==> config.mk <==
export PLATFORM = sky130hd
export DESIGN_NAME = clock_source_startup_select
export DESIGN_NICKNAME = d
export VERILOG_FILES = /design/src/clock_startup_pkg.sv /design/src/clock_source_startup_select.sv /design/src/osc_cycle_counter.sv
export SDC_FILE = /design/constraint.sdc
export NUM_CORES = 1
export LEC_CHECK = 0
export ABC_AREA = 1
export BUFFER_PORTS_ARGS = -buffer_cell sky130_fd_sc_hd__buf_4
export CAP_MARGIN = 20
export CORE_UTILIZATION = 32
export CTS_CLUSTER_DIAMETER = 40
export DETAILED_ROUTE_END_ITERATION = 7
export GPL_TIMING_DRIVEN = 0
export PLACE_DENSITY = 0.54
export RECOVER_POWER = 100
export SYNTH_ARGS = -nofsm -noshare
export SYNTH_HDL_FRONTEND = slang
export SYNTH_SLANG_ARGS = --single-unit
==> constraint.sdc <==
create_clock -name sys_clk -period 5.45 [get_ports sys_clk]
set_input_delay 0.545 -clock sys_clk [delete_from_list [all_inputs] [get_ports sys_clk]]
set_output_delay 0.545 -clock sys_clk [all_outputs]
set_load 0.03 [all_outputs]
==> src/clock_startup_pkg.sv <==
package clock_startup_pkg;
    // ==========================================
    // Widths
    localparam int CNT_W = 24;
    localparam int ADDR_W = 8;
    localparam int DATA_W = 8;

    // ==========================================
    // Register map
    localparam logic [ADDR_W-1:0] TRIM_ADDR = 8'h66;
    localparam logic [ADDR_W-1:0] STATUS_ADDR = 8'h67;
    localparam int STAT_RUN_BIT = 0;
    localparam int STAT_HALT_BIT = 1;
    localparam int STAT_SLEEP_BIT = 2;
    localparam int STAT_DIV_BIT = 3;

    // ==========================================
    // Fuse encodings
    localparam logic [3:0] SRC_RC = 4'h2;
    localparam logic [3:0] SRC_LP128 = 4'h3;
    localparam logic [2:0] SRC_LFXTAL_HI = 3'h2;
    localparam logic [1:0] SUT_NONE = 2'h0;
    localparam logic [1:0] SUT_FAST = 2'h1;
    localparam logic [1:0] SUT_SLOW = 2'h2;
    localparam logic [1:0] SUT_RSVD = 2'h3;

    // ==========================================
    // Shipped fuse values
    localparam logic [3:0] SRC_SHIPPED = SRC_RC;
    localparam logic [1:0] SUT_SHIPPED = SUT_SLOW;
    localparam logic DIV8_SHIPPED = 1'b1;
    localparam logic LEN_SHIPPED = 1'b0;
    localparam logic [DATA_W-1:0] TRIM_RESET = 8'h80;

    // ==========================================
    // Oscillator cycle counts
    localparam logic [CNT_W-1:0] RESET_OSC_CK = 24'h00000E;
    localparam logic [CNT_W-1:0] WAKE_LF_SHORT_CK = 24'h000400;
    localparam logic [CNT_W-1:0] WAKE_LF_LONG_CK = 24'h008000;
    localparam logic [CNT_W-1:0] WAKE_INT_CK = 24'h000006;
    localparam logic [2:0] DIV8_LAST = 3'h7;

    // ==========================================
    // Reset time-out delays, in watchdog oscillator ticks
    localparam int WDT_TICKS_PER_MS = 100;
    localparam int DELAY_4P1MS_US = 4100;
    localparam int DELAY_65MS_US = 65000;
    localparam int DELAY_4MS_US = 4000;
    localparam int DELAY_64MS_US = 64000;
    localparam int CYC_4P1MS = DELAY_4P1MS_US * WDT_TICKS_PER_MS / 1000;
    localparam int CYC_65MS = DELAY_65MS_US * WDT_TICKS_PER_MS / 1000;
    localparam int CYC_4MS = DELAY_4MS_US * WDT_TICKS_PER_MS / 1000;
    localparam int CYC_64MS = DELAY_64MS_US * WDT_TICKS_PER_MS / 1000;

    // ==========================================
    // Oscillator selection and phases
    typedef enum logic [1:0] {OSC_NONE, OSC_LFXTAL, OSC_RC, OSC_LP128} osc_sel_t;
    typedef enum logic [2:0] {PH_CAPTURE, PH_OSC14, PH_DELAY, PH_RUN, PH_SLEEP, PH_WAKE, PH_HALT} phase_t;

    function automatic logic [CNT_W-1:0] wakeCycles(input osc_sel_t src, input logic lenFuse);
        if (src == OSC_LFXTAL) begin
            wakeCycles = lenFuse ? WAKE_LF_LONG_CK : WAKE_LF_SHORT_CK;
        end else begin
            wakeCycles = WAKE_INT_CK;
        end
    endfunction

    function automatic osc_sel_t decodeSource(input logic [3:0] fuses);
        if (fuses == SRC_RC) begin
            decodeSource = OSC_RC;
        end else if (fuses == SRC_LP128) begin
            decodeSource = OSC_LP128;
        end else if (fuses[3:1] == SRC_LFXTAL_HI) begin
            decodeSource = OSC_LFXTAL;
        end else begin
            decodeSource = OSC_NONE;
        end
    endfunction
endpackage

==> src/clock_source_startup_select.sv <==
`timescale 1ns/100ps
// Behaviour
// - Crystal wake waits 1K or 32K cycles
// - Crystal reset delay 14CK plus fuse time
// - Fuse code 0010 selects internal RC
// - Divide-by-eight fuse divides core clock
// - Reset loads factory trim value
// - Software trim writes retune RC oscillator
// - Watchdog oscillator always times watchdog, time-out
// - RC wake 6 cycles, reset fuse delay
// - Shipped with RC source and code 10
// - Fuse code 0011 selects 128kHz oscillator
// - 128kHz wake 6, reset 4ms/64ms delay
module clock_source_startup_select
    import clock_startup_pkg::*;
#(
    parameter int CYC_DELAY_4P1MS = CYC_4P1MS,
    parameter int CYC_DELAY_65MS = CYC_65MS,
    parameter int CYC_DELAY_4MS = CYC_4MS,
    parameter int CYC_DELAY_64MS = CYC_64MS
) (
    input wire logic sys_clk,
    input wire logic rst_n,
    input wire logic [3:0] clockSourceSelectFuses,
    input wire logic startupLengthSelectFuse,
    input wire logic [1:0] startupTimeFuses,
    input wire logic divideByEightFuse,
    input wire logic [DATA_W-1:0] factoryTrim,
    input wire logic lfXtalTick,
    input wire logic rcTick,
    input wire logic lp128Tick,
    input wire logic watchdogTick,
    input wire logic sleepReq,
    input wire logic wakeReq,
    input wire logic [ADDR_W-1:0] regAddr,
    input wire logic [DATA_W-1:0] regWdata,
    input wire logic regWr,
    input wire logic regRd,
    output logic [DATA_W-1:0] regRdata,
    output logic [DATA_W-1:0] oscillatorTrimRegister,
    output logic [1:0] oscSelect,
    output logic clockGateOpen,
    output logic coreTick,
    output logic watchdogTickOut
);
    typedef struct packed {
        phase_t phase;
        osc_sel_t src;
        logic [3:0] srcFuse;
        logic [1:0] sutFuse;
        logic lenFuse;
        logic divFuse;
        logic [DATA_W-1:0] trim;
        logic [DATA_W-1:0] rdata;
        logic [2:0] divCnt;
        logic coreTick;
        logic wdtTick;
    } top_state_t;

    localparam top_state_t STATE_RESET = '{
        phase: PH_CAPTURE, src: OSC_RC, srcFuse: SRC_SHIPPED, sutFuse: SUT_SHIPPED,
        lenFuse: LEN_SHIPPED, divFuse: DIV8_SHIPPED, trim: TRIM_RESET,
        rdata: 8'h00, divCnt: 3'h0, coreTick: 1'b0, wdtTick: 1'b0};

    top_state_t st_r;
    top_state_t st_nxt;
    logic selTick;
    logic cntClear;
    logic cntAdvance;
    logic cntDone;
    logic [CNT_W-1:0] cntTarget;
    logic [CNT_W-1:0] resetDelay;

    // ==========================================
    // Reset delay decode
    function automatic logic [CNT_W-1:0] delayCycles(input osc_sel_t src, input logic [1:0] startup_time_fuses);
        delayCycles = '0;
        if (startup_time_fuses == SUT_FAST) begin
            delayCycles = (src == OSC_LP128) ? CNT_W'(CYC_DELAY_4MS) : CNT_W'(CYC_DELAY_4P1MS);
        end else if (startup_time_fuses == SUT_SLOW) begin
            delayCycles = (src == OSC_LP128) ? CNT_W'(CYC_DELAY_64MS) : CNT_W'(CYC_DELAY_65MS);
        end
    endfunction

    assign resetDelay = delayCycles(st_r.src, st_r.sutFuse);

    // ==========================================
    // Selected oscillator
    always_comb begin
        selTick = 1'b0;
        case (st_r.src)
            OSC_LFXTAL: selTick = lfXtalTick;
            OSC_RC: selTick = rcTick;
            OSC_LP128: selTick = lp128Tick;
            default: selTick = 1'b0;
        endcase
    end

    // ==========================================
    // Start-up counter control
    always_comb begin
        cntTarget = '0;
        cntAdvance = 1'b0;
        case (st_r.phase)
            PH_OSC14: begin
                cntTarget = RESET_OSC_CK;
                cntAdvance = selTick;
            end
            PH_DELAY: begin
                cntTarget = resetDelay;
                cntAdvance = watchdogTick;
            end
            PH_WAKE: begin
                cntTarget = wakeCycles(st_r.src, st_r.lenFuse);
                cntAdvance = selTick;
            end
            default: begin
                cntTarget = '0;
                cntAdvance = 1'b0;
            end
        endcase
    end

    assign cntClear = (st_nxt.phase != st_r.phase);

    osc_cycle_counter osc_cycle_counter_i (
        .sys_clk(sys_clk),
        .rst_n(rst_n),
        .clear(cntClear),
        .advance(cntAdvance),
        .target(cntTarget),
        .done(cntDone)
    );

    // ==========================================
    // Phase sequencing, trim and bus
    always_comb begin
        st_nxt = st_r;
        st_nxt.wdtTick = watchdogTick;
        st_nxt.coreTick = 1'b0;
        st_nxt.rdata = 8'h00;
        case (st_r.phase)
            PH_CAPTURE: begin
                st_nxt.srcFuse = clockSourceSelectFuses;
                st_nxt.sutFuse = startupTimeFuses;
                st_nxt.lenFuse = startupLengthSelectFuse;
                st_nxt.divFuse = divideByEightFuse;
                st_nxt.src = decodeSource(clockSourceSelectFuses);
                st_nxt.trim = factoryTrim;
                if (startupTimeFuses == SUT_RSVD || decodeSource(clockSourceSelectFuses) == OSC_NONE) begin
                    st_nxt.phase = PH_HALT;
                end else begin
                    st_nxt.phase = PH_OSC14;
                end
            end
            PH_OSC14: begin
                if (cntDone) begin
                    st_nxt.phase = (resetDelay == '0) ? PH_RUN : PH_DELAY;
                end
            end
            PH_DELAY: begin
                if (cntDone) begin
                    st_nxt.phase = PH_RUN;
                end
            end
            PH_RUN: begin
                if (selTick) begin
                    if (st_r.divFuse) begin
                        st_nxt.divCnt = st_r.divCnt + 3'h1;
                        st_nxt.coreTick = (st_r.divCnt == DIV8_LAST);
                    end else begin
                        st_nxt.coreTick = 1'b1;
                    end
                end
                if (sleepReq) begin
                    st_nxt.phase = PH_SLEEP;
                end
            end
            PH_SLEEP: begin
                if (wakeReq) begin
                    st_nxt.phase = PH_WAKE;
                end
            end
            PH_WAKE: begin
                if (cntDone) begin
                    st_nxt.phase = PH_RUN;
                end
            end
            default: begin
                st_nxt.phase = PH_HALT;
            end
        endcase
        if (regWr && regAddr == TRIM_ADDR && st_r.phase != PH_CAPTURE) begin
            st_nxt.trim = regWdata;
        end
        if (regRd) begin
            if (regAddr == TRIM_ADDR) begin
                st_nxt.rdata = st_r.trim;
            end else if (regAddr == STATUS_ADDR) begin
                st_nxt.rdata[STAT_RUN_BIT] = (st_r.phase == PH_RUN);
                st_nxt.rdata[STAT_HALT_BIT] = (st_r.phase == PH_HALT);
                st_nxt.rdata[STAT_SLEEP_BIT] = (st_r.phase == PH_SLEEP);
                st_nxt.rdata[STAT_DIV_BIT] = st_r.divFuse;
            end else begin
                st_nxt.rdata = 8'h00;
            end
        end
    end

    always_ff @(posedge sys_clk or negedge rst_n) begin
        if (!rst_n) begin
            st_r <= STATE_RESET;
        end else begin
            st_r <= st_nxt;
        end
    end

    // ==========================================
    // Outputs
    assign regRdata = st_r.rdata;
    assign oscillatorTrimRegister = st_r.trim;
    assign oscSelect = st_r.src;
    assign clockGateOpen = (st_r.phase == PH_RUN);
    assign coreTick = st_r.coreTick;
    assign watchdogTickOut = st_r.wdtTick;

    // ==========================================
    // Checks
    gate_run_only_a: assert property (@(posedge sys_clk) disable iff (!rst_n)
        clockGateOpen |-> $past(st_r.phase) != PH_SLEEP && st_r.phase == PH_RUN)
        else $error("Clock released outside run phase");
    reserved_halt_a: assert property (@(posedge sys_clk) disable iff (!rst_n)
        st_r.phase == PH_CAPTURE && startupTimeFuses == SUT_RSVD ##1 st_r.phase != PH_CAPTURE
        |-> st_r.phase == PH_HALT ##1 !clockGateOpen)
        else $error("Reserved start-up code did not halt");
    trim_load_a: assert property (@(posedge sys_clk) disable iff (!rst_n)
        st_r.phase == PH_CAPTURE ##1 st_r.phase != PH_CAPTURE
        |-> oscillatorTrimRegister == $past(factoryTrim))
        else $error("Factory trim not loaded");
    trim_write_a: assert property (@(posedge sys_clk) disable iff (!rst_n)
        regWr && regAddr == TRIM_ADDR && st_r.phase != PH_CAPTURE |=> oscillatorTrimRegister == $past(regWdata))
        else $error("Trim write not applied");
    shipped_fuse_a: assert property (@(posedge sys_clk) disable iff (!rst_n)
        st_r.phase == PH_CAPTURE |-> st_r.srcFuse == SRC_SHIPPED && st_r.sutFuse == SUT_SHIPPED)
        else $error("Shipped fuse defaults missing");
    source_decode_a: assert property (@(posedge sys_clk) disable iff (!rst_n)
        st_r.phase == PH_CAPTURE && clockSourceSelectFuses == SRC_LP128 ##1 st_r.phase != PH_CAPTURE
        |-> oscSelect == OSC_LP128)
        else $error("Fuse source decode wrong");
    wake_count_a: assert property (@(posedge sys_clk) disable iff (!rst_n)
        st_r.phase == PH_WAKE && st_r.src != OSC_LFXTAL |-> cntTarget == WAKE_INT_CK)
        else $error("Internal oscillator wake count wrong");
    lf_wake_a: assert property (@(posedge sys_clk) disable iff (!rst_n)
        st_r.phase == PH_WAKE && st_r.src == OSC_LFXTAL && st_r.lenFuse |-> cntTarget == WAKE_LF_LONG_CK)
        else $error("Crystal long wake count wrong");
    div_eight_a: assert property (@(posedge sys_clk) disable iff (!rst_n)
        st_r.divFuse && coreTick |=> !coreTick [*7])
        else $error("Divided core tick too frequent");
    wdt_follow_a: assert property (@(posedge sys_clk) disable iff (!rst_n)
        watchdogTick |=> watchdogTickOut)
        else $error("Watchdog tick lost");

    // ==========================================
    // Sequencing and bus checks
    osc14_target_a: assert property (@(posedge sys_clk) disable iff (!rst_n)
        st_r.phase == PH_OSC14 |-> cntTarget == RESET_OSC_CK)
        else $error("Oscillator start count wrong");
    delay_wdt_a: assert property (@(posedge sys_clk) disable iff (!rst_n)
        st_r.phase == PH_DELAY && !cntDone && !watchdogTick |=> st_r.phase == PH_DELAY)
        else $error("Reset delay left without watchdog tick");
    lf_short_wake_a: assert property (@(posedge sys_clk) disable iff (!rst_n)
        st_r.phase == PH_WAKE && st_r.src == OSC_LFXTAL && !st_r.lenFuse |-> cntTarget == WAKE_LF_SHORT_CK)
        else $error("Crystal short wake count wrong");
    source_rc_a: assert property (@(posedge sys_clk) disable iff (!rst_n)
        st_r.phase == PH_CAPTURE && clockSourceSelectFuses == SRC_RC ##1 st_r.phase != PH_CAPTURE
        |-> oscSelect == OSC_RC)
        else $error("RC source decode wrong");
    undivided_tick_a: assert property (@(posedge sys_clk) disable iff (!rst_n)
        !st_r.divFuse && st_r.phase == PH_RUN && selTick |=> coreTick)
        else $error("Undivided core tick missing");
    core_tick_run_a: assert property (@(posedge sys_clk) disable iff (!rst_n)
        coreTick |-> $past(st_r.phase) == PH_RUN)
        else $error("Core tick outside run phase");
    sleep_closes_a: assert property (@(posedge sys_clk) disable iff (!rst_n)
        st_r.phase == PH_RUN && sleepReq |=> !clockGateOpen)
        else $error("Clock still open after sleep");
    run_holds_a: assert property (@(posedge sys_clk) disable iff (!rst_n)
        st_r.phase == PH_RUN && !sleepReq |=> clockGateOpen)
        else $error("Clock closed without sleep");
    sleep_holds_a: assert property (@(posedge sys_clk) disable iff (!rst_n)
        st_r.phase == PH_SLEEP && !wakeReq |=> st_r.phase == PH_SLEEP)
        else $error("Sleep left without wake");
    wake_closed_a: assert property (@(posedge sys_clk) disable iff (!rst_n)
        st_r.phase == PH_SLEEP && wakeReq |=> st_r.phase == PH_WAKE && !clockGateOpen)
        else $error("Wake count not started");
    halt_holds_a: assert property (@(posedge sys_clk) disable iff (!rst_n)
        st_r.phase == PH_HALT |=> st_r.phase == PH_HALT)
        else $error("Halt left before reset");
    trim_hold_a: assert property (@(posedge sys_clk) disable iff (!rst_n)
        st_r.phase != PH_CAPTURE && !(regWr && regAddr == TRIM_ADDR) |=> $stable(oscillatorTrimRegister))
        else $error("Trim changed without write");
    trim_read_a: assert property (@(posedge sys_clk) disable iff (!rst_n)
        regRd && regAddr == TRIM_ADDR |=> regRdata == $past(oscillatorTrimRegister))
        else $error("Trim read data wrong");
endmodule

==> src/osc_cycle_counter.sv <==
`timescale 1ns/100ps
module osc_cycle_counter
    import clock_startup_pkg::*;
(
    input wire logic sys_clk,
    input wire logic rst_n,
    input wire logic clear,
    input wire logic advance,
    input wire logic [CNT_W-1:0] target,
    output logic done
);
    typedef struct packed {
        logic [CNT_W-1:0] count;
    } cnt_state_t;

    cnt_state_t st_r;
    cnt_state_t st_nxt;

    assign done = (st_r.count == target);

    // ==========================================
    // Counter
    always_comb begin
        st_nxt = st_r;
        if (clear) begin
            st_nxt.count = '0;
        end else if (advance && !done) begin
            st_nxt.count = st_r.count + 24'h000001;
        end
    end

    always_ff @(posedge sys_clk or negedge rst_n) begin
        if (!rst_n) begin
            st_r <= '0;
        end else begin
            st_r <= st_nxt;
        end
    end

    count_bound_a: assert property (@(posedge sys_clk) disable iff (!rst_n)
        !clear && !done |=> st_r.count <= target)
        else $error("Start-up counter passed its target");
endmodule

==> qor.yml <==
floorplanning:
  die_h_um: 106
  core_area_mm2: 0.0104
  die_x_um: 106
  rows: 37
  start_util_pct: 33.2
  ios: 63
  die_area_mm2: 0.0112
yosys:
  ys_ff_latch: 54
  synth_edf_count: 0
  avgSynthCellArea_um2: 7.99
  synthArstFlopShare_pct: 100
  yosysSeqAreaShare_pct: 39.2
  synthCells: 433
  syn-num-nets: 480
  synth.distinct_cells: 38
  synth-main-ff-cell: "dfrtp_1"
  synth_warnings: 0
  synth_area_mm2: 0.00346
sta:
  rsz0062_at_grt: "false"
  slew_headroom_pct: -98.2
  fmax_ghz: 0.305
  fin_setup_tns_ns: 0
  hold_violations: 0
  period_needed_ns: 3.28
  finClkSkew_ns: 0.00493
  tightestPinTransition_ns: 2.97
  setup_viol: 0
  finalMaxSlewViolations: 55
  fin_crit_sh_pct: 60.1
critical_path:
  crit_path_end_kind: "flop"
  critPathLaunchType: "flop"
  crit_chain: "clkbuf_1 -> nand2_1 -> inv_1 -> nand2_1 -> nand3_1 -> nand4_1 -> nor2_1 -> nand2_1 -> nand2_2 -> nand2_1 -> nand3_1 -> nand2_2 -> nand2_1 -> clkbuf_1 -> nor2_4"
  r2r_end: "osc_cycle_counter_i.st_r[21]$_DFFE_PN0P_"
  reg2reg_slack_ns: 2.17
  reg2reg_depth: 15
  crit_buf_inv: 3
  crit_end: "osc_cycle_counter_i.st_r[21]$_DFFE_PN0P_"
  cpMostUsedCell: "nand2_1"
  crit_path_max_incr_delay_ns: 1.01
  arrival_ns: 3.45
  slowest_stage: "clkbuf_1"
  worstPathRequired_ns: 5.62
  crit_type: "flop to flop"
  cp.depth: 15
  cp_top_family: "buffers and inverters"
  rr_startpoint: "st_r[31]$_DFF_PN0_"
  crit_fanout: 10
  crit_path_start: "st_r[31]$_DFF_PN0_"
placement:
  placed_cell_area_mm2: 0.00410
  post-dp-hpwl_um: 6160
  gp_congestion: 0.849
  io_buffer_count: 62
cts:
  cts_sinks: 54
  cts_tree: "done"
  ctsResizeCount: 0
  cts_buffers: 5
  cts-root-buf: "clkbuf_8"
  cts_post_setup_buffers_inserted: 0
  ctsHoldBuffers: 0
  clock_path_buffers: 2
  cts.clk_slew.worst_paths_ns: 0.11
  cts-htree-levels: 2
  insertion_delay_ns: 0.31
run_status:
  violations: "max-capacitance violations, max-slew violations"
  status: "complete, but fails checks"
power_and_ir_drop:
  seqPwrFrac_pct: 54.3
  intPower_w: 0.000569
  switching_power_w: 0.000181
  leakage_nw: 1.95
  pwr-share-clk_pct: 38.1
  powerDensity_mw_per_mm2: 184
  power_w: 0.000750
  vdd_drop_max_v: 0.0000991
  pwr-share-comb_pct: 7.6
  netSwitchingFraction_pct: 24.1
hold_path:
  hp-class: "input pin to flop"
global_route:
  grt_antenna_before_repair: 0
  grt_pass1_vias: 3003
  track_usage_pct: 15.7
  overflow: 0
  grt_first_pass_wirelength_um: 14200
  grt_max_degree: 55
drt:
  viasPerCell: 4.55
  vias: 2910
  avgRoutedWirePerCell_um: 12.6
  wl_um: 8040
  dr.pass1.iters: 4
  drt_iter0_markers: 108
  final_antenna_net_count: 0
  drc: 0
finish:
  postLayoutCellArea_mm2: 0.00407
  drive_above_1_share_pct: 23.1
  n_antenna_cell: 0
  area_growth_pct: 17.6
  nets: 549
job:
  maxCapViolCount: 1
[stage by stage]
stage	util, %	worst slack (ns)	std cells	hold WS [ns]
final	39.1	2.17	639	0.396
after global routing	39.1	1.78	639	0.373
after CTS	40.4	3.08	639	0.308
after detailed placement	39.3	3.11	631	0.473
after global placement	39.3	3.11	631	0.467
after floorplan	-	3.35	433	0.249
[placed cells by master, fill, tap and decap left out, types with 3 or more instances in the layout]
cell	netlist	layout
buf_4	19	59
clkbuf_1	3	25
clkbuf_4	0	3
clkbuf_8	0	5
dfrtp_1	50	50
ha_1	5	5
inv_1	47	49
nand2_1	99	103
nand2_2	9	7
nand3_1	29	29
nand4_1	11	11
nor2_1	52	54
nor2_2	6	5
nor2_4	19	18
nor3_1	7	7
nor4_1	3	3
o211ai_1	5	5
o21ai_0	16	16
xnor2_1	3	3
xor2_1	17	17
[Yosys cell counts, types with 2 or more instances]
cell | n | share of area [%]
buf_6 | 2 | 0.65
inv_2 | 4 | 0.43
mux2_2 | 2 | 0.65
o211ai_1 | 5 | 1.1
ha_1 | 5 | 1.8
nor2_4 | 19 | 6.2
nand3b_1 | 2 | 0.43
dfstp_2 | 4 | 3.0
nand2_2 | 9 | 1.6
buf_4 | 19 | 4.1
clkbuf_1 | 3 | 0.33
nand2_1 | 99 | 11
nor2_1 | 52 | 5.6
nor4_1 | 3 | 0.54
xnor2_1 | 3 | 0.76
nor3_1 | 7 | 1.0
nor2_2 | 6 | 1.1
nand3_1 | 29 | 4.2
inv_1 | 47 | 5.1
nand3_2 | 2 | 0.58
nand4_1 | 11 | 2.0
buf_12 | 2 | 1.2
xor2_1 | 17 | 4.3
nand2_4 | 3 | 0.98
o21ai_0 | 16 | 2.3
dfrtp_1 | 50 | 36
[metal layers]
metal,GRT usage [%],up-vias,wire length (um)
li1,-,1477,-
met3,2.51,4,232
met5,0,-,0
met1,21.8,1387,3980
met2,25.7,42,3760
met4,3.57,0,68
[sequential cells by signal, summed over array words and instances, names as in the netlist]
register	flops
oscillatorTrimRegister	8
regRdata	8
watchdogTickOut	1
oscSelect	2
st_r	10
osc_cycle_counter_i.st_r	24
coreTick	1
[area by class of cell]
cell class,count,area (um^2)
clock inverter,3,45.0
tap,136,170
inverter,52,195
buffer,26,176
multi-input combinational,301,1660
clock buffer,5,68.8
timing repair buffer,62,394
sequential,54,1360
fill,1121,6350
[cells by family (layout without fill, tap and decap cells)]
| family | count (synthesis) | after routing | share of synthesized area [%] |
|---|---|---|---|
| AND/OR/NAND/NOR | 246 | 246 | 36.2 |
| buffers and inverters | 78 | 148 | 11.9 |
| multiplexers | 2 | 2 | 0.651 |
| XOR/XNOR | 21 | 21 | 5.53 |
| AO/OA/AOI/OAI | 27 | 27 | 4.70 |
| adder cells (fa/ha/maj) | 5 | 5 | 1.81 |
| flip-flops | 54 | 54 | 39.2 |
[how the worst min path moves through the flow]
stage / start / endpoint / cells past startpoint
3_5_place_dp: st_r[2]$_DFFE_PN0P_ / st_r[2]$_DFFE_PN0P_ / 1
2_1_floorplan: rst_n / coreTick$_DFF_PN0_ / 0
5_1_grt: watchdogTick / watchdogTickOut$_DFF_PN0_ / 1
6_report: watchdogTick / watchdogTickOut$_DFF_PN0_ / 1
3_3_place_gp: st_r[2]$_DFFE_PN0P_ / st_r[2]$_DFFE_PN0P_ / 1
4_1_cts: rst_n / osc_cycle_counter_i.st_r[23]$_DFFE_PN0P_ / 1
[power by group through the flow]
stage               Combinational, W  Clock, W  Sequential (W)
CTS                        0.0000618  0.000290        0.000407
global route               0.0000635  0.000309        0.000408
finish                     0.0000571  0.000285        0.000407
detailed placement         0.0000616         0        0.000415
global placement           0.0000616         0        0.000415
floorplan                  0.0000206         0        0.000415
Note: power is estimated with default switching activity, not from simulation.
